[config.mk]
export PLATFORM = sky130hd
export DESIGN_NAME = phy_cfg_regs
export DESIGN_NICKNAME = d
export VERILOG_FILES = /design/src/hw/phy_cfg_pkg.sv /design/src/hw/cfg_link_if.sv /design/src/hw/bus_reset_timer.sv /design/src/hw/cfg_read_mux.sv /design/src/hw/phy_cfg_regs.sv
export SDC_FILE = /design/constraint.sdc
export NUM_CORES = 1
export LEC_CHECK = 0
export ABC_AREA = 1
export BUFFER_PORTS_ARGS = -buffer_cell sky130_fd_sc_hd__buf_2
export CORE_MARGIN = 4
export CORE_UTILIZATION = 40
export DETAILED_ROUTE_END_ITERATION = 6
export GPL_ROUTABILITY_DRIVEN = 0
export GPL_TIMING_DRIVEN = 0
export PLACE_DENSITY = 0.63
export SYNTH_ARGS = -nofsm -noshare
export SYNTH_HDL_FRONTEND = slang
export SYNTH_SLANG_ARGS = --single-unit
[constraint.sdc]
create_clock -name clk -period 1.2 [get_ports clk]
set_input_delay 0.12 -clock clk [delete_from_list [all_inputs] [get_ports clk]]
set_output_delay 0.12 -clock clk [all_outputs]
set_load 0.01 [all_outputs]
[src/hw/phy_cfg_pkg.sv]
// Constants shared by the physical layer configuration register bank
package phy_cfg_pkg;
  // Map size and address width
  localparam int unsigned NUM_REGS  = 10;
  localparam int unsigned ADDR_W    = 4;
  localparam int unsigned DATA_W    = 8;

  // Register offsets
  localparam logic [3:0] ADDR_NODE_ID   = 4'h0;
  localparam logic [3:0] ADDR_XCVR_CTRL = 4'h1;
  localparam logic [3:0] ADDR_LAST_WIN  = 4'h2;
  localparam logic [3:0] ADDR_LINE_SPD  = 4'h3;
  localparam logic [3:0] ADDR_PRIORITY  = 4'h4;
  localparam logic [3:0] ADDR_PROD_TEST = 4'h5;
  localparam logic [3:0] ADDR_REQ_FMT   = 4'h6;
  localparam logic [3:0] ADDR_LINE_CTRL = 4'h7;
  localparam logic [3:0] ADDR_TEST_A    = 4'h8;
  localparam logic [3:0] ADDR_TEST_B    = 4'h9;

  // Field positions; bit 0 of the map is the LSB of the byte
  localparam int unsigned NODE_ID_LSB   = 2;
  localparam int unsigned NODE_ID_W     = 6;
  localparam int unsigned NODE_TEST_W   = 2;
  localparam int unsigned BIT_TD        = 7;
  localparam int unsigned BIT_IBR       = 6;
  localparam int unsigned BIT_ENH       = 0;
  localparam int unsigned BIT_RX_DATA   = 7;
  localparam int unsigned BIT_RX_STRB   = 6;
  localparam int unsigned SPD_LSB       = 4;
  localparam int unsigned SPD_W         = 2;
  localparam int unsigned PRI_LSB       = 4;
  localparam int unsigned PRI_W         = 4;
  localparam int unsigned PROD_LSB      = 4;
  localparam int unsigned PROD_TEST_W   = 4;
  localparam int unsigned BIT_EBLREQ    = 7;
  localparam int unsigned BIT_ARBITRATED_RESET_REQUEST      = 6;
  localparam int unsigned BIT_STATE_MACHINE_RESTART     = 5;
  localparam int unsigned BIT_SOFTWARE_HARD_RESET    = 4;
  localparam int unsigned LINE_CTRL_LSB = 5;
  localparam int unsigned LINE_CTRL_W   = 3;
  localparam int unsigned BIT_TX_DATA   = 3;
  localparam int unsigned BIT_TX_STRB   = 2;
  localparam int unsigned BIT_TRI_OE    = 1;
  localparam int unsigned BIT_OC_OE     = 0;

  // Fixed read values
  localparam logic       ENH_MAP_FLAG   = 1'b1;
  localparam logic [3:0] ENH_REG_COUNT  = 4'h5;
  // Product code; value is arbitrary
  localparam logic [3:0] PRODUCT_CODE   = 4'h0;

  // Power-up values
  localparam logic [7:0] BYTE_ZERO      = 8'h00;
  localparam logic [5:0] NODE_ID_RST    = 6'h00;
  localparam logic [3:0] PRI_RST        = 4'h0;

  // Bus reset signalling length
  localparam int unsigned CLK_PERIOD_NS  = 10;
  localparam int unsigned BUS_RESET_NS   = 8000;
  localparam int unsigned BUS_RESET_CYC  = BUS_RESET_NS / CLK_PERIOD_NS;
endpackage

[src/hw/cfg_link_if.sv]
// Carrier between the register bank, its reset timer and its read mux
`timescale 1ns/1ps
`default_nettype none
interface cfg_link_if;
  import phy_cfg_pkg::*;
  logic                start;
  logic                busy;
  logic                done;
  logic [DATA_W-1:0]   regs [NUM_REGS];
  logic [ADDR_W-1:0]   addr;
  logic [DATA_W-1:0]   rdata;

  modport owner (output start, input busy, input done,
                 output regs, output addr, input rdata);
  modport timer (input start, output busy, output done);
  modport mux   (input regs, input addr, output rdata);
endinterface
`default_nettype wire

[src/hw/bus_reset_timer.sv]
// Timer that holds bus reset signalling for a fixed count of cycles
`timescale 1ns/1ps
`default_nettype none
module bus_reset_timer
  import phy_cfg_pkg::*;
#(
  parameter int unsigned CYCLES = BUS_RESET_CYC
) (
  input  wire logic clk,
  input  wire logic rst_n,
  cfg_link_if.timer tmr
);
  typedef enum logic [1:0] {
    T_IDLE = 2'b01,
    T_RUN  = 2'b10
  } tmr_state_e;

  localparam logic [15:0] LAST_CNT = 16'(CYCLES - 1);

  tmr_state_e  state_r;
  tmr_state_e  state_nxt;
  logic [15:0] cnt_r;
  logic [15:0] cnt_nxt;
  logic        done_nxt;
  logic        done_r;

  // A start while running is ignored, so the pulse never stretches
  always_comb begin
    state_nxt = state_r;
    cnt_nxt   = cnt_r;
    done_nxt  = 1'b0;
    case (state_r)
      T_IDLE: begin
        if (tmr.start) begin
          state_nxt = T_RUN;
          cnt_nxt   = 16'h0000;
        end
      end
      T_RUN: begin
        if (cnt_r == LAST_CNT) begin
          state_nxt = T_IDLE;
          done_nxt  = 1'b1;
        end else begin
          cnt_nxt = cnt_r + 16'h0001;
        end
      end
      default: state_nxt = T_IDLE;
    endcase
  end

  // State registers
  always_ff @(posedge clk or negedge rst_n) begin
    if (!rst_n) begin
      state_r <= T_IDLE;
      cnt_r   <= 16'h0000;
      done_r  <= 1'b0;
    end else begin
      state_r <= state_nxt;
      cnt_r   <= cnt_nxt;
      done_r  <= done_nxt;
    end
  end

  assign tmr.busy = (state_r == T_RUN);
  assign tmr.done = done_r;
endmodule
`default_nettype wire

[src/hw/cfg_read_mux.sv]
// Read multiplexer for the configuration register map
`timescale 1ns/1ps
`default_nettype none
module cfg_read_mux
  import phy_cfg_pkg::*;
(
  cfg_link_if.mux rd
);
  // Unmapped addresses read as zero rather than alias a register
  function automatic logic in_map(input logic [ADDR_W-1:0] a);
    return (32'(a) < NUM_REGS);
  endfunction

  always_comb begin
    rd.rdata = BYTE_ZERO;
    if (in_map(rd.addr)) begin
      rd.rdata = rd.regs[rd.addr];
    end
  end
endmodule
`default_nettype wire

[src/hw/phy_cfg_regs.sv]
// Configuration register bank of a backplane serial bus physical layer
`timescale 1ns/1ps
`default_nettype none

// Notes on behaviour
// - Ten byte registers, addresses 0 to 9
// - Reserved bits and fields read as zero
// - Six-bit writable node id, loaded from pins after power-up
// - Hard resets reload node id from pins
// - Bus and state resets keep node id
// - Disable bit switches transceiver enables off
// - Disabled: ignore actions changing bus output
// - Disable bit zero at power-up, kept otherwise
// - Immediate reset bit starts signalling unarbitrated
// - Reset held about 8 us, bit self-clears
module phy_cfg_regs
  import phy_cfg_pkg::*;
#(
  parameter int unsigned RESET_CYCLES = BUS_RESET_CYC
) (
  input  wire logic                         clk,
  input  wire logic                         rst_n,
  input  wire logic                         req_valid,
  input  wire logic                         req_write,
  input  wire logic [phy_cfg_pkg::ADDR_W-1:0] req_addr,
  input  wire logic [phy_cfg_pkg::DATA_W-1:0] req_wdata,
  output logic      [phy_cfg_pkg::DATA_W-1:0] rd_data,
  output logic                              rd_valid,
  input  wire logic [5:0]                   id_pins,
  input  wire logic [3:0]                   pri_pins,
  input  wire logic [1:0]                   speed_pins,
  input  wire logic                         rx_data_line,
  input  wire logic                         rx_strobe_line,
  input  wire logic                         tx_data_line,
  input  wire logic                         tx_strobe_line,
  input  wire logic                         tri_drive_req,
  input  wire logic                         oc_drive_req,
  input  wire logic [5:0]                   win_node_id,
  input  wire logic [3:0]                   win_priority,
  output logic      [5:0]                   node_identifier,
  output logic      [3:0]                   priority_level,
  output logic                              transceiver_disable,
  output logic                              bus_reset_active,
  output logic                              arbitrated_reset_request,
  output logic                              state_machine_restart,
  output logic                              backplane_request_format,
  output logic      [2:0]                   line_ctrl,
  output logic                              tri_oe,
  output logic                              oc_oe
);

  cfg_link_if link ();

  ////////////////////////////////////////////////////////////////////////////
  // Register state

  logic [NODE_ID_W-1:0]   node_id_r,   node_id_nxt;
  logic [NODE_TEST_W-1:0] node_tst_r,  node_tst_nxt;
  logic                   td_r,        td_nxt;
  logic                   ibr_r,       ibr_nxt;
  logic [PRI_W-1:0]       pri_r,       pri_nxt;
  logic [SPD_W-1:0]       spd_r,       spd_nxt;
  logic [PROD_TEST_W-1:0] prod_tst_r,  prod_tst_nxt;
  logic                   ebl_r,       ebl_nxt;
  logic                   arbitrated_reset_request_r,      arbitrated_reset_request_nxt;
  logic                   state_machine_restart_r,     state_machine_restart_nxt;
  logic [LINE_CTRL_W-1:0] lctl_r,      lctl_nxt;
  logic [DATA_W-1:0]      test_a_r,    test_a_nxt;
  logic [DATA_W-1:0]      test_b_r,    test_b_nxt;
  logic                   hard_load_r, hard_load_nxt;
  logic [DATA_W-1:0]      rd_data_r,   rd_data_nxt;
  logic                   rd_valid_r,  rd_valid_nxt;
  logic                   tri_oe_r,    tri_oe_nxt;
  logic                   oc_oe_r,     oc_oe_nxt;
  logic                   wr_en;

  // Decode a write to one offset
  function automatic logic wr_hit(input logic             en,
                                  input logic [ADDR_W-1:0] a,
                                  input logic [3:0]        offs);
    return en && (a == offs);
  endfunction

  assign wr_en = req_valid && req_write;

  ////////////////////////////////////////////////////////////////////////////
  // Next-state logic

  // One process owns every writable field so priorities stay visible
  always_comb begin
    node_id_nxt   = node_id_r;
    node_tst_nxt  = node_tst_r;
    td_nxt        = td_r;
    ibr_nxt       = ibr_r;
    pri_nxt       = pri_r;
    spd_nxt       = spd_r;
    prod_tst_nxt  = prod_tst_r;
    ebl_nxt       = ebl_r;
    arbitrated_reset_request_nxt      = 1'b0;
    state_machine_restart_nxt     = 1'b0;
    lctl_nxt      = lctl_r;
    test_a_nxt    = test_a_r;
    test_b_nxt    = test_b_r;
    hard_load_nxt = 1'b0;
    link.start    = 1'b0;

    // Ordinary register writes take effect on the request edge
    if (wr_hit(wr_en, req_addr, ADDR_NODE_ID)) begin
      node_id_nxt  = req_wdata[NODE_ID_LSB +: NODE_ID_W];
      node_tst_nxt = req_wdata[NODE_TEST_W-1:0];
    end
    if (wr_hit(wr_en, req_addr, ADDR_XCVR_CTRL)) begin
      td_nxt = req_wdata[BIT_TD];
      // Immediate reset skips arbitration; refused while disabled
      if (req_wdata[BIT_IBR] && !td_r && !link.busy) begin
        ibr_nxt    = 1'b1;
        link.start = 1'b1;
      end
    end
    if (wr_hit(wr_en, req_addr, ADDR_PRIORITY)) begin
      pri_nxt = req_wdata[PRI_LSB +: PRI_W];
    end
    if (wr_hit(wr_en, req_addr, ADDR_PROD_TEST)) begin
      prod_tst_nxt = req_wdata[PROD_TEST_W-1:0];
    end
    if (wr_hit(wr_en, req_addr, ADDR_REQ_FMT)) begin
      ebl_nxt   = req_wdata[BIT_EBLREQ];
      // Arbitrated reset also drives the bus, so it is refused too
      arbitrated_reset_request_nxt  = req_wdata[BIT_ARBITRATED_RESET_REQUEST] && !td_r;
      // State machine restart leaves the node id alone
      state_machine_restart_nxt = req_wdata[BIT_STATE_MACHINE_RESTART];
      hard_load_nxt = req_wdata[BIT_SOFTWARE_HARD_RESET];
    end
    if (wr_hit(wr_en, req_addr, ADDR_LINE_CTRL)) begin
      lctl_nxt = req_wdata[LINE_CTRL_LSB +: LINE_CTRL_W];
    end
    if (wr_hit(wr_en, req_addr, ADDR_TEST_A)) begin
      test_a_nxt = req_wdata;
    end
    if (wr_hit(wr_en, req_addr, ADDR_TEST_B)) begin
      test_b_nxt = req_wdata;
    end

    // Reset signalling ended: the request bit clears itself
    if (link.done) begin
      ibr_nxt = 1'b0;
    end

    // Hard reload from pins beats a same-cycle software write
    if (hard_load_r) begin
      node_id_nxt = id_pins;
      pri_nxt     = pri_pins;
      spd_nxt     = speed_pins;
      ebl_nxt     = 1'b0;
    end
  end

  // Bus output enables; dropped on the edge after the disable bit is set
  always_comb begin
    tri_oe_nxt = (tri_drive_req || link.busy) && !td_r;
    oc_oe_nxt  = (oc_drive_req || link.busy) && !td_r;
  end

  // Read sample: contents as they stand on the request edge
  always_comb begin
    link.addr    = req_addr;
    rd_valid_nxt = req_valid && !req_write;
    rd_data_nxt  = rd_data_r;
    if (rd_valid_nxt) begin
      rd_data_nxt = link.rdata;
    end
  end

  ////////////////////////////////////////////////////////////////////////////
  // Read view; reserved bits are tied to zero here

  always_comb begin
    for (int i = 0; i < NUM_REGS; i++) begin
      link.regs[i] = BYTE_ZERO;
    end
    link.regs[ADDR_NODE_ID][NODE_ID_LSB +: NODE_ID_W] = node_id_r;
    link.regs[ADDR_NODE_ID][NODE_TEST_W-1:0]          = node_tst_r;
    link.regs[ADDR_XCVR_CTRL][BIT_TD]                 = td_r;
    link.regs[ADDR_XCVR_CTRL][BIT_IBR]                = ibr_r;
    link.regs[ADDR_LAST_WIN][NODE_ID_LSB +: NODE_ID_W] = win_node_id;
    link.regs[ADDR_LAST_WIN][BIT_ENH]                 = ENH_MAP_FLAG;
    link.regs[ADDR_LINE_SPD][BIT_RX_DATA]             = rx_data_line;
    link.regs[ADDR_LINE_SPD][BIT_RX_STRB]             = rx_strobe_line;
    link.regs[ADDR_LINE_SPD][SPD_LSB +: SPD_W]        = spd_r;
    link.regs[ADDR_LINE_SPD][PRI_W-1:0]               = ENH_REG_COUNT;
    link.regs[ADDR_PRIORITY][PRI_LSB +: PRI_W]        = pri_r;
    link.regs[ADDR_PROD_TEST][PROD_LSB +: PRI_W]      = PRODUCT_CODE;
    link.regs[ADDR_PROD_TEST][PROD_TEST_W-1:0]        = prod_tst_r;
    // Self-clearing strobes and the hard reset bit read back as zero
    link.regs[ADDR_REQ_FMT][BIT_EBLREQ]               = ebl_r;
    link.regs[ADDR_REQ_FMT][PRI_W-1:0]                = win_priority;
    link.regs[ADDR_LINE_CTRL][LINE_CTRL_LSB +: LINE_CTRL_W] = lctl_r;
    link.regs[ADDR_LINE_CTRL][BIT_TX_DATA]            = tx_data_line;
    link.regs[ADDR_LINE_CTRL][BIT_TX_STRB]            = tx_strobe_line;
    link.regs[ADDR_LINE_CTRL][BIT_TRI_OE]             = tri_oe_r;
    link.regs[ADDR_LINE_CTRL][BIT_OC_OE]              = oc_oe_r;
    link.regs[ADDR_TEST_A]                            = test_a_r;
    link.regs[ADDR_TEST_B]                            = test_b_r;
  end

  ////////////////////////////////////////////////////////////////////////////
  // Registers

  // Pins are caught one edge after release, never under reset itself
  always_ff @(posedge clk or negedge rst_n) begin
    if (!rst_n) begin
      node_id_r   <= NODE_ID_RST;
      node_tst_r  <= '0;
      td_r        <= 1'b0;
      ibr_r       <= 1'b0;
      pri_r       <= PRI_RST;
      spd_r       <= '0;
      prod_tst_r  <= '0;
      ebl_r       <= 1'b0;
      arbitrated_reset_request_r      <= 1'b0;
      state_machine_restart_r     <= 1'b0;
      lctl_r      <= '0;
      test_a_r    <= BYTE_ZERO;
      test_b_r    <= BYTE_ZERO;
      hard_load_r <= 1'b1;
      rd_data_r   <= BYTE_ZERO;
      rd_valid_r  <= 1'b0;
      tri_oe_r    <= 1'b0;
      oc_oe_r     <= 1'b0;
    end else begin
      node_id_r   <= node_id_nxt;
      node_tst_r  <= node_tst_nxt;
      td_r        <= td_nxt;
      ibr_r       <= ibr_nxt;
      pri_r       <= pri_nxt;
      spd_r       <= spd_nxt;
      prod_tst_r  <= prod_tst_nxt;
      ebl_r       <= ebl_nxt;
      arbitrated_reset_request_r      <= arbitrated_reset_request_nxt;
      state_machine_restart_r     <= state_machine_restart_nxt;
      lctl_r      <= lctl_nxt;
      test_a_r    <= test_a_nxt;
      test_b_r    <= test_b_nxt;
      hard_load_r <= hard_load_nxt;
      rd_data_r   <= rd_data_nxt;
      rd_valid_r  <= rd_valid_nxt;
      tri_oe_r    <= tri_oe_nxt;
      oc_oe_r     <= oc_oe_nxt;
    end
  end

  ////////////////////////////////////////////////////////////////////////////
  // Helpers and outputs

  bus_reset_timer #(
    .CYCLES (RESET_CYCLES)
  ) u_timer (
    .clk   (clk),
    .rst_n (rst_n),
    .tmr   (link.timer)
  );

  cfg_read_mux u_mux (
    .rd (link.mux)
  );

  // Reset signalling stops at once if the transceiver is disabled
  assign bus_reset_active         = ibr_r && !td_r;
  assign node_identifier          = node_id_r;
  assign priority_level           = pri_r;
  assign transceiver_disable      = td_r;
  assign arbitrated_reset_request = arbitrated_reset_request_r;
  assign state_machine_restart    = state_machine_restart_r;
  assign backplane_request_format = ebl_r;
  assign line_ctrl                = lctl_r;
  assign tri_oe                   = tri_oe_r;
  assign oc_oe                    = oc_oe_r;
  assign rd_data                  = rd_data_r;
  assign rd_valid                 = rd_valid_r;
endmodule
`default_nettype wire

==> results of run 1 <==
==> kinds of logic (layout without fill, tap and decap cells) <==
| kind of cell | after synthesis | after routing | share of synthesized area, % |
|---|---|---|---|
| AOI/OAI and AO/OA | 49 | 49 | 6.79 |
| xor gates and xnor gates | 2 | 2 | 0.444 |
| adders and majority gates | 1 | 1 | 0.317 |
| buffers and inverters | 50 | 161 | 6.09 |
| DFF | 73 | 73 | 46.4 |
| and+or+nand+nor | 352 | 352 | 40.0 |
==> cells in the mapped netlist (2+ instances only) <==
cell type                  instances  area, um^2
sky130_fd_sc_hd__inv_1            35         131
sky130_fd_sc_hd__nand3_1          47         235
sky130_fd_sc_hd__nor3_1            3        15.0
sky130_fd_sc_hd__nand2_4           5        56.3
sky130_fd_sc_hd__nand3_2          11         110
sky130_fd_sc_hd__dfstp_2           2        52.6
sky130_fd_sc_hd__nand4_1           4        25.0
sky130_fd_sc_hd__buf_2             6        30.0
sky130_fd_sc_hd__a31oi_1           6        37.5
sky130_fd_sc_hd__xor2_1            2        17.5
sky130_fd_sc_hd__nor2_4            5        56.3
sky130_fd_sc_hd__o211ai_1          4        30.0
sky130_fd_sc_hd__nand2_2           2        12.5
sky130_fd_sc_hd__o21ai_1          10        50.1
sky130_fd_sc_hd__nand2_1         224         841
sky130_fd_sc_hd__nor2_1           43         161
sky130_fd_sc_hd__buf_8             2        30.0
sky130_fd_sc_hd__nor2_2            2        12.5
sky130_fd_sc_hd__o21bai_1          2        15.0
sky130_fd_sc_hd__dfrtp_1          71        1780
sky130_fd_sc_hd__o21ai_0          25         125
sky130_fd_sc_hd__buf_6             2        22.5
sky130_fd_sc_hd__or2_2             3        18.8
sky130_fd_sc_hd__clkbuf_1          2        7.51
sky130_fd_sc_hd__a21oi_1           2        10.0
sky130_fd_sc_hd__buf_4             2        15.0
==> layout make-up <==
type | count | area [um^2] | area share, %
clock buffer | 13 | 149 | 2.95
clock inverter | 3 | 40.0 | 0.793
tap | 129 | 161 | 3.20
multi-input combinational | 404 | 1970 | 39.1
buffer | 14 | 133 | 2.63
timing repair buffer | 95 | 623 | 12.3
sequential | 73 | 1830 | 36.2
inverter | 36 | 140 | 2.78
==> flip-flops by register name (all words and copies together), names as in the netlist, 3 cells and up <==
name / cells
line_ctrl: 3
prod_tst_r: 4
rd_data: 8
node_identifier: 6
test_a_r: 8
priority_level: 4
u_timer.cnt_r: 16
test_b_r: 8
==> path summary, 6_finish.rpt <==
| kind | from | end | slack (ps) | depth (start not counted) |
|---|---|---|---|---|
| setup / recovery | u_timer.cnt_r[1] | u_timer.cnt_r[1] | -310 | 8 |
| hold / removal | tri_drive_req | tri_oe | 20 | 3 |
| setup reg to reg | u_timer.cnt_r[1] | u_timer.cnt_r[1] | -310 | 8 |
| hold reg to reg | u_timer.tmr.done | ibr_r | 400 | 1 |
| max in group asynchronous | rst_n | hard_load_r | 300 | 3 |
| min in group asynchronous | rst_n | prod_tst_r[3] | 250 | 2 |
==> power breakdown <==
group / internal (W) / switching [W]
combinational: 0.000479 / 0.000640
sequential: 0.00278 / 0.000216
clock: 0.00101 / 0.000896
==> stage by stage <==
stage | hold slack (ps) | instance area (um^2)
3_5_place_dp | 84.8 | 4490
2_1_floorplan | -176 | 3950
4_1_cts | 2.14 | 4900
3_3_place_gp | 329 | 4470
5_1_grt | 4.47 | 5050
6_report | 16.0 | 5050
==> per-layer routing <==
layer / global-route usage, % / up-vias / wire length (um)
li1: - / 1893 / -
met4: 6.67 / 0 / 246
met1: 24.8 / 1792 / 4800
met2: 36.1 / 105 / 5660
met3: 4.38 / 23 / 605
met5: 0 / - / 0
==> timing repair <==
action | in CTS | in global routing
setup endpoints to repair | 32 | 29
hold endpoints to repair | 31 | 0
gates cloned | 0 | 3
pin swaps | 4 | 7
buffers inserted | 14 | 3
resized for setup | 25 | 23
hold buffers | 3 | 0
==> worst max-delay path, cell delays in order, from the launching register on <==
cell,delay (ps)
sky130_fd_sc_hd__dfrtp_1,380
sky130_fd_sc_hd__ha_2,190
sky130_fd_sc_hd__nand4_1,170
sky130_fd_sc_hd__nor2_2,180
sky130_fd_sc_hd__nand2_2,120
sky130_fd_sc_hd__nand2_8,130
sky130_fd_sc_hd__clkbuf_16,170
sky130_fd_sc_hd__nand3_2,50
sky130_fd_sc_hd__nand2_1,60
==> impl_metrics.env, run 1 <==
export IMPL_worst_ep_arrival_time_ps=1790
export IMPL_synth_sequential_area_ratio_pct=46.4
export IMPL_area_delta_synth_final_pct=28.0
export IMPL_fin_total_pwr_w=0.00602
export IMPL_portBuffers=71
export IMPL_antenna_cells_inserted=0
export IMPL_start_kind="flip-flop"
export IMPL_full_die_area_mm2=0.0115
export IMPL_wp_data_required_ps=1480
export IMPL_die_h_um=107
export IMPL_leakage_nw=2.63
export IMPL_failed_checks="negative setup slack"
export IMPL_dp_cells=728
export IMPL_min_path_type="in2reg"
export IMPL_layout_nets=678
export IMPL_path_clk_slew_ps=70
export IMPL_crit_path_end_kind="flip-flop"
export IMPL_setup_violations=20
export IMPL_track_usage_pct=20.5
export IMPL_layout_core_utilization_pct=53.6
export IMPL_detailedRoute_firstPassIterationCount=5
export IMPL_max_freq_ghz=0.661
export IMPL_clk_latency_ps=340
export IMPL_fin_setup_tns_ps=-5390
export IMPL_routed_wl_um=11300
export IMPL_synth_fp_nets=572
export IMPL_netlist_cell_type_count=31
export IMPL_mostFrequentLayoutCell="sky130_fd_sc_hd__nand2_1"
export IMPL_routed_wire_length_per_instance_um=14.8
export IMPL_commonest_cells_after_routing_fill_and_taps_aside="sky130_fd_sc_hd__nand2_1, sky130_fd_sc_hd__buf_2, sky130_fd_sc_hd__dfrtp_1, sky130_fd_sc_hd__nand3_1, sky130_fd_sc_hd__nor2_1"
export IMPL_layout_drive_gt1_share_pct=27.6
export IMPL_finalWorstSetupSlack_ps=-313
export IMPL_initial_core_util_pct=41.9
export IMPL_synth_top_flop_cell="sky130_fd_sc_hd__dfrtp_1"
export IMPL_placement_rows=35
export IMPL_first_iter_violations=179
export IMPL_clockBufferDepth=2
export IMPL_dr_vias=3813
export IMPL_grt_pass1_wl_um=18700
export IMPL_cts_tree="done"
export IMPL_drt_drc_violations_left=0
export IMPL_hold_violations=0
export IMPL_cts_buffers_inserted=9
export IMPL_timing_critical_path_fanout_max=6
export IMPL_grt_start_max_net_pins=44
export IMPL_worst_pin_slew_ps=632
export IMPL_die_x_um=107
export IMPL_via_count_of_the_first_global_routing_pass=3846
export IMPL_cellPowerDensity_mw_per_mm2=1190
export IMPL_via_per_inst=4.97
export IMPL_number_of_synthesized_flops_with_an_enable_pin=0
export IMPL_cap_viol_max_count=0
export IMPL_final_setup_skew_ps=8.80
export IMPL_ctsRootBufferMaster="sky130_fd_sc_hd__clkbuf_8"
export IMPL_max_slew_margin_pct=57.7
export IMPL_postSynthRegisterBits=73
export IMPL_cts_htree_levels=3
export IMPL_synth_avg_cell_area_um2=7.48
export IMPL_ports_placed_on_the_boundary=73
export IMPL_grt_antenna_before_repair=0
export IMPL_ant_nets=0
export IMPL_maxSlewViolCount=0
export IMPL_synth_warnings=0
export IMPL_finalNonFillerCells=767
export IMPL_fraction_of_registers_with_async_set_or_reset_after_synthesis_pct=100
export IMPL_pre_cts_ws_ps=-299
export IMPL_detailed_place_hpwl_um=8090
export IMPL_grt_overflow_total=0
export IMPL_fillers=926
export IMPL_post_route_min_period_ps=1510
export IMPL_peakVddDrop_uv=527
export IMPL_synthesis_area_mm2=0.00394
export IMPL_tritoncts_num_sinks=73
export IMPL_fin_crit_sh_pct=126
export IMPL_placeable_area_mm2=0.00942
export IMPL_unrepaired_setup_endpoints_after_global_routing="true"
export IMPL_status="finished, violations left"
export IMPL_synth_cells=527
export IMPL_worst_setup_path_type="reg2reg"
Note: power is estimated with default switching activity, not from simulation.
==> run 2, diff against run 1 <==
--- a/config.mk
+++ b/config.mk
@@ -12,7 +12,8 @@
 export DETAILED_ROUTE_END_ITERATION = 6
 export GPL_ROUTABILITY_DRIVEN = 0
 export GPL_TIMING_DRIVEN = 0
-export PLACE_DENSITY = 0.63
+export MAX_ROUTING_LAYER = met4
+export PLACE_DENSITY = 0.61
 export SYNTH_ARGS = -nofsm -noshare
 export SYNTH_HDL_FRONTEND = slang
 export SYNTH_SLANG_ARGS = --single-unit
==> constraint.sdc (replaced) <==
create_clock -name clk -period 1.6 [get_ports clk]
set_input_delay 0.16 -clock clk [delete_from_list [all_inputs] [get_ports clk]]
set_output_delay 0.16 -clock clk [all_outputs]
set_load 0.01 [all_outputs]
==> run 2 against run 1 <==
  * The flow now finishes without violations
  * Non-clock buffer count fell by 19
  * Setup slack improved by 450 ps
  * Largest power group unchanged
  * Sequential power fell by 25%
  * Count of clock-buffer cells in the layout fell by 3
  * Flip-flop and latch count did not move
  * Largest cell class unchanged
==> impl_metrics.env, run 2 (same netlist as run 1, synthesis figures left out) <==
export IMPL_fin_crit_sh_pct=91.6
export IMPL_clockBufferDepth=2
export IMPL_max_freq_ghz=0.683
export IMPL_first_iter_violations=177
export IMPL_hold_violations=0
export IMPL_via_per_inst=4.91
export IMPL_fin_total_pwr_w=0.00432
export IMPL_worst_setup_path_type="reg2reg"
export IMPL_cell_internal_pwr_w=0.00297
export IMPL_power_switching_w=0.00136
export IMPL_mostFrequentLayoutCell="sky130_fd_sc_hd__nand2_1"
export IMPL_via_count_of_the_first_global_routing_pass=3691
export IMPL_max_slew_margin_pct=53.3
export IMPL_max_flop_register="u_timer.cnt_r"
export IMPL_r2r_slack_ps=130
export IMPL_cts_buffers_inserted=9
export IMPL_timing_reg2reg_worst_path_depth=8
export IMPL_final_seq_area_mm2=0.00183
export IMPL_start_kind="flip-flop"
export IMPL_timing_critical_path_fanout_max=10
export IMPL_ports_placed_on_the_boundary=73
export IMPL_cts_tree="done"
export IMPL_path_clk_slew_ps=80
export IMPL_commonest_cells_after_routing_fill_and_taps_aside="sky130_fd_sc_hd__nand2_1, sky130_fd_sc_hd__buf_2, sky130_fd_sc_hd__dfrtp_1, sky130_fd_sc_hd__nand3_1, sky130_fd_sc_hd__nor2_1"
export IMPL_layout_nets=659
export IMPL_fillers=982
export IMPL_status="finished, final reports clean"
export IMPL_ctsRootBufferMaster="sky130_fd_sc_hd__clkbuf_8"
export IMPL_unrepaired_setup_endpoints_after_global_routing="false"
export IMPL_antenna_cells_inserted=0
export IMPL_whs_endpoint="spd_r[0]"
export IMPL_portBuffers=71
export IMPL_routed_wire_length_per_instance_um=14.4
export IMPL_leakage_nw=2.47
export IMPL_detailedRoute_firstPassIterationCount=5
export IMPL_setup_violations=0
export IMPL_worst_r2r_endpoint="u_timer.cnt_r[2]"
export IMPL_worst_ep_arrival_time_ps=1750
export IMPL_maxSlewViolCount=0
export IMPL_tritoncts_num_sinks=73
export IMPL_grt_overflow_total=0
export IMPL_hold_path_origin="speed_pins[0]"
export IMPL_drt_drc_violations_left=0
export IMPL_grt_start_max_net_pins=40
export IMPL_post_route_min_period_ps=1470
export IMPL_ant_nets=0
export IMPL_detailed_place_hpwl_um=8220
export IMPL_worstReg2RegStart="u_timer.cnt_r[1]"
export IMPL_layout_drive_gt1_share_pct=22.5
export IMPL_wp_data_required_ps=1890
export IMPL_postPlaceCellArea_mm2=0.00448
export IMPL_cellPowerDensity_mw_per_mm2=920
export IMPL_area_delta_synth_final_pct=19.1
export IMPL_crit_path_end_kind="flip-flop"
export IMPL_min_path_type="in2reg"
export IMPL_cts_htree_levels=3
export IMPL_worst_pin_slew_ps=698
export IMPL_peakVddDrop_uv=322
export IMPL_placement_rows=35
export IMPL_track_usage_pct=20.8
export IMPL_multi_input_area_mm2=0.00188
export IMPL_power_combinational_fraction_pct=18.0
export IMPL_routed_wl_um=10700
export IMPL_dr_vias=3672
export IMPL_grt_antenna_before_repair=0
export IMPL_cap_viol_max_count=0
export IMPL_worst_hold_path_num_cells=3
export IMPL_stdcell_area_mm2=0.00470
export IMPL_clk_latency_ps=350
export IMPL_grt_pass1_wl_um=18200
export IMPL_seq_power_share_pct=52.0
export IMPL_die_h_um=107
export IMPL_clockPowerShare_pct=30.0
export IMPL_power_switching_fraction_pct=31.3
export IMPL_largest_reg_flops=16
export IMPL_initial_core_util_pct=41.9
export IMPL_die_x_um=107
export IMPL_final_setup_skew_ps=8.11
export IMPL_full_die_area_mm2=0.0115
export IMPL_placeable_area_mm2=0.00942
==> run 2: what timing repair did <==
| item | in CTS | in global routing |
|---|---|---|
| setup buffers | 0 | 2 |
| hold buffers | 1 | 1 |
| setup endpoints to repair | 0 | 19 |
| gates resized for setup | 0 | 6 |
| endpoints found under the hold margin | 33 | 1 |
==> run 2: cell type report <==
class,count,share of cell area (%)
Multi-Input combinational cell,404,40.1
Sequential cell,73,39.0
Timing Repair Buffer,76,8.79
Tap cell,129,3.44
Inverter,36,2.88
Clock buffer,10,2.72
Buffer,14,2.26
Clock inverter,6,0.905
==> run 2: critical path: stages (launching register included) <==
cell and delay (ps):
sky130_fd_sc_hd__dfrtp_1 410, sky130_fd_sc_hd__ha_1 210, sky130_fd_sc_hd__nand4_1 120, sky130_fd_sc_hd__nor2_1 130
sky130_fd_sc_hd__nand2_2 100, sky130_fd_sc_hd__nand2_4 140, sky130_fd_sc_hd__buf_8 160, sky130_fd_sc_hd__nand3_2 70
sky130_fd_sc_hd__nand2_1 60
==> run 2: per-stage QoR <==
stage	setup TNS [ps]	hold slack [ps]	util (%)	worst slack (ps)	cells
after global routing	0	16.0	49.9	0.741	748
after CTS	0	3.66	49.5	5.59	745
final	0	24.4	49.9	135	748
after detailed placement	0	146	47.6	25.1	728
after global placement	-6830	363	47.4	-99.8	727
after floorplan	0	-136	-	265	527
==> run 2: per-layer routing <==
layer / GRT usage [%] / up-vias / wire [um]
met5: - / - / 0
met4: 5.84 / 0 / 138
met1: 25.2 / 1704 / 4580
li1: - / 1865 / -
met2: 35.3 / 90 / 5500
met3: 4.20 / 13 / 530
==> run 2: worst max path at each step <==
stage	from	to	depth (start not counted)	slack, ps
finish	u_timer.cnt_r[1]	u_timer.cnt_r[2]	8	130
global placement	rst_n	u_timer.cnt_r[7]	1	-100
CTS	u_timer.state_r[0]	oc_oe	6	6
global route	u_timer.cnt_r[0]	u_timer.cnt_r[6]	8	0.7
detailed placement	u_timer.state_r[0]	oc_oe	6	30
floorplan	u_timer.cnt_r[0]	u_timer.cnt_r[7]	8	270
==> run 2: power by group through the flow <==
stage / Sequential (W) / Clock, W / Combinational, W
after floorplan: 0.00230 / 0 / 0.000383
after global placement: 0.00228 / 0 / 0.000761
after detailed placement: 0.00229 / 0 / 0.000784
after CTS: 0.00225 / 0.00133 / 0.000790
after global routing: 0.00228 / 0.00144 / 0.000889
final: 0.00225 / 0.00130 / 0.000778
==> run 3, diff against run 2 <==
--- a/config.mk
+++ b/config.mk
@@ -5,7 +5,6 @@
 export SDC_FILE = /design/constraint.sdc
 export NUM_CORES = 1
 export LEC_CHECK = 0
-export ABC_AREA = 1
 export BUFFER_PORTS_ARGS = -buffer_cell sky130_fd_sc_hd__buf_2
 export CORE_MARGIN = 4
 export CORE_UTILIZATION = 40
==> run 3 against run 2 <==
  * Via count is 15% lower
  * Non-clock buffer count is 16 higher
  * Global-route usage is 1.5 points lower
  * Largest cell class unchanged
  * Flip-flop and latch count stayed put
  * Sequential power hardly changed
  * Highest routed layer unchanged
==> impl_metrics.env, run 3 <==
export IMPL_status="finished, final reports clean"
export IMPL_clk_latency_ps=350
export IMPL_post_route_min_period_ps=1570
export IMPL_dr_vias=3105
export IMPL_netlist_cell_type_count=59
export IMPL_track_usage_pct=19.2
export IMPL_cts_tree="done"
export IMPL_max_freq_ghz=0.637
export IMPL_worst_pin_slew_ps=714
export IMPL_tritoncts_num_sinks=73
export IMPL_leakage_nw=2.16
export IMPL_worst_setup_path_type="reg2reg"
export IMPL_placeable_area_mm2=0.00920
export IMPL_finalWorstSetupSlack_ps=29.3
export IMPL_path_clk_slew_ps=80
export IMPL_fin_crit_sh_pct=98.2
export IMPL_yosysTopAreaCell="sky130_fd_sc_hd__dfrtp_1"
export IMPL_critical_path_max_stage_delay_ps=400
export IMPL_grt_pass1_wl_um=16200
export IMPL_peakVddDrop_uv=473
export IMPL_via_count_of_the_first_global_routing_pass=3094
export IMPL_drt_drc_violations_left=0
export IMPL_initial_core_util_pct=40.9
export IMPL_portBuffers=72
export IMPL_layout_nets=485
export IMPL_full_die_area_mm2=0.0110
export IMPL_synth_warnings=0
export IMPL_cap_viol_max_count=0
export IMPL_routed_wl_um=10000
export IMPL_timing_critical_path_cells="ha_4 -> nand3b_4 -> or3_4 -> or3_1 -> a21oi_1"
export IMPL_synth_top_flop_cell="sky130_fd_sc_hd__dfrtp_1"
export IMPL_mostFrequentLayoutCell="sky130_fd_sc_hd__buf_2"
export IMPL_ctsRootBufferMaster="sky130_fd_sc_hd__clkbuf_8"
export IMPL_fraction_of_registers_with_async_set_or_reset_after_synthesis_pct=100
export IMPL_layout_core_utilization_pct=52.1
export IMPL_synthesis_area_mm2=0.00376
export IMPL_synth_cells=341
export IMPL_cp_slowest_cell="sky130_fd_sc_hd__dfrtp_1"
export IMPL_netlist_area_leader_share_pct=47.3
export IMPL_r2r_slack_ps=30
export IMPL_worst_hold_path_num_cells=3
export IMPL_worstReg2RegStart="u_timer.cnt_r[1]"
export IMPL_pre_cts_ws_ps=-345
export IMPL_stdcell_area_mm2=0.00479
export IMPL_synth_fp_nets=386
export IMPL_max_slew_margin_pct=52.0
export IMPL_synth_most_common_cell="sky130_fd_sc_hd__dfrtp_1"
export IMPL_grt_antenna_before_repair=0
export IMPL_cts_htree_levels=3
export IMPL_max_flop_register="u_timer.cnt_r"
export IMPL_synth_avg_cell_area_um2=11.0
export IMPL_min_path_type="in2reg"
export IMPL_synth_sequential_area_ratio_pct=48.7
export IMPL_clockBufferDepth=2
export IMPL_worst_r2r_endpoint="u_timer.cnt_r[14]"
export IMPL_ant_nets=0
export IMPL_postSynthRegisterBits=73
export IMPL_largest_reg_flops=16
export IMPL_timing_critical_path_fanout_max=4
export IMPL_maxSlewViolCount=0
export IMPL_grt_start_max_net_pins=44
export IMPL_whs_endpoint="node_identifier[4]"
export IMPL_hold_violations=0
export IMPL_crit_path_end_kind="flip-flop"
export IMPL_critical_path_n_buffers_inverters=0
export IMPL_worst_ep_arrival_time_ps=1850
export IMPL_unrepaired_setup_endpoints_after_global_routing="true"
export IMPL_fin_setup_tns_ps=0
export IMPL_die_x_um=105
export IMPL_timing_reg2reg_worst_path_depth=5
export IMPL_die_h_um=105
export IMPL_synth_top_cells_by_count="sky130_fd_sc_hd__dfrtp_1, sky130_fd_sc_hd__mux2_2, sky130_fd_sc_hd__nand2_1"
export IMPL_layout_drive_gt1_share_pct=40.9
export IMPL_via_per_inst=5.58
export IMPL_setup_violations=0
export IMPL_cellPowerDensity_mw_per_mm2=1010
export IMPL_synth_area_leaders="sky130_fd_sc_hd__dfrtp_1, sky130_fd_sc_hd__mux2_2, sky130_fd_sc_hd__mux2i_1"
export IMPL_grt_overflow_total=0
export IMPL_routed_wire_length_per_instance_um=18.1
export IMPL_antenna_cells_inserted=0
export IMPL_final_setup_skew_ps=9.73
export IMPL_cts_buffers_inserted=9
export IMPL_area_delta_synth_final_pct=27.4
export IMPL_path_delay_family="simple AND/OR/NAND/NOR gates"
export IMPL_detailed_place_hpwl_um=7270
export IMPL_postPlaceCellArea_mm2=0.00429
export IMPL_start_kind="flip-flop"
export IMPL_ports_placed_on_the_boundary=73
export IMPL_wp_data_required_ps=1880
export IMPL_placement_rows=35
export IMPL_first_iter_violations=176
export IMPL_hold_path_origin="id_pins[4]"
export IMPL_detailedRoute_firstPassIterationCount=5
export IMPL_number_of_synthesized_flops_with_an_enable_pin=0
export IMPL_commonest_cells_after_routing_fill_and_taps_aside="sky130_fd_sc_hd__buf_2, sky130_fd_sc_hd__dfrtp_1, sky130_fd_sc_hd__mux2_2, sky130_fd_sc_hd__nand2_1, sky130_fd_sc_hd__mux2i_1"
[run 3: how the worst max path moves through the flow]
| stage | start | end | slack (ps) | cells after the start |
|---|---|---|---|---|
| after floorplan | u_timer.cnt_r[0] | u_timer.cnt_r[14] | 2 | 5 |
| after global placement | req_addr[1] | rd_data[6] | -300 | 5 |
| after detailed placement | req_addr[1] | rd_data[6] | -340 | 5 |
| after CTS | u_timer.cnt_r[1] | u_timer.cnt_r[3] | -5 | 5 |
| after global routing | u_timer.cnt_r[0] | u_timer.cnt_r[14] | -20 | 5 |
| final | u_timer.cnt_r[1] | u_timer.cnt_r[14] | 30 | 5 |
[run 3: timing repair]
item,in CTS,in global routing
hold buffers,3,0
buffers inserted,3,10
endpoints found under the setup margin,13,13
resized for setup,11,25
gates cloned,0,0
pin swaps,3,6
endpoints found under the hold margin,31,0
[run 3: power breakdown]
group          internal (W)  leakage, nW  total [W]  switching [W]
Sequential          0.00208        0.873    0.00224       0.000153
Clock               0.00108        0.120    0.00177       0.000697
Combinational      0.000407         1.17   0.000813       0.000405
[run 3: cell families (layout without fill, tap and decap cells)]
group	after synthesis	after routing	share of synthesized area, %
AO/OA/AOI/OAI	59	59	9.68
XOR/XNOR	5	5	1.16
adder cells (fa/ha/maj)	1	1	0.333
buffers and inverters	25	129	2.86
flip-flops	73	73	48.7
multiplexers	62	62	18.3
AND/OR/NAND/NOR	116	116	19.0
[run 3: worst min-delay path: stages]
cell	delay (ps)
sky130_fd_sc_hd__buf_2	80
sky130_fd_sc_hd__nand2_1	30
sky130_fd_sc_hd__o21ai_0	60
[run 3: area by class of cell]
class	instances	area [um^2]
Sequential cell	73	1840
Buffer	17	88.8
Clock buffer	11	141
Inverter	7	26.3
Clock inverter	5	103
Timing Repair Buffer	89	522
Fill cell	831	4410
Multi-Input combinational cell	243	1930
Tap cell	111	139
[run 3: metrics by stage]
step | hold WS [ps] | cells | power, W
global placement | 370 | 524 | 0.00304
CTS | 2.04 | 547 | 0.00487
floorplan | -136 | 341 | 0.00268
finish | 16.7 | 556 | 0.00482
detailed placement | 131 | 525 | 0.00307
global route | 17.7 | 556 | 0.00507
[run 3: routing by layer]
metal  vias to the layer above  track usage, %  wire, um
met5                         -               -         0
li1                       1452               -         -
met3                        14            4.08       570
met4                         0            6.00       163
met1                      1554            26.8      4770
met2                        85            28.1      4540
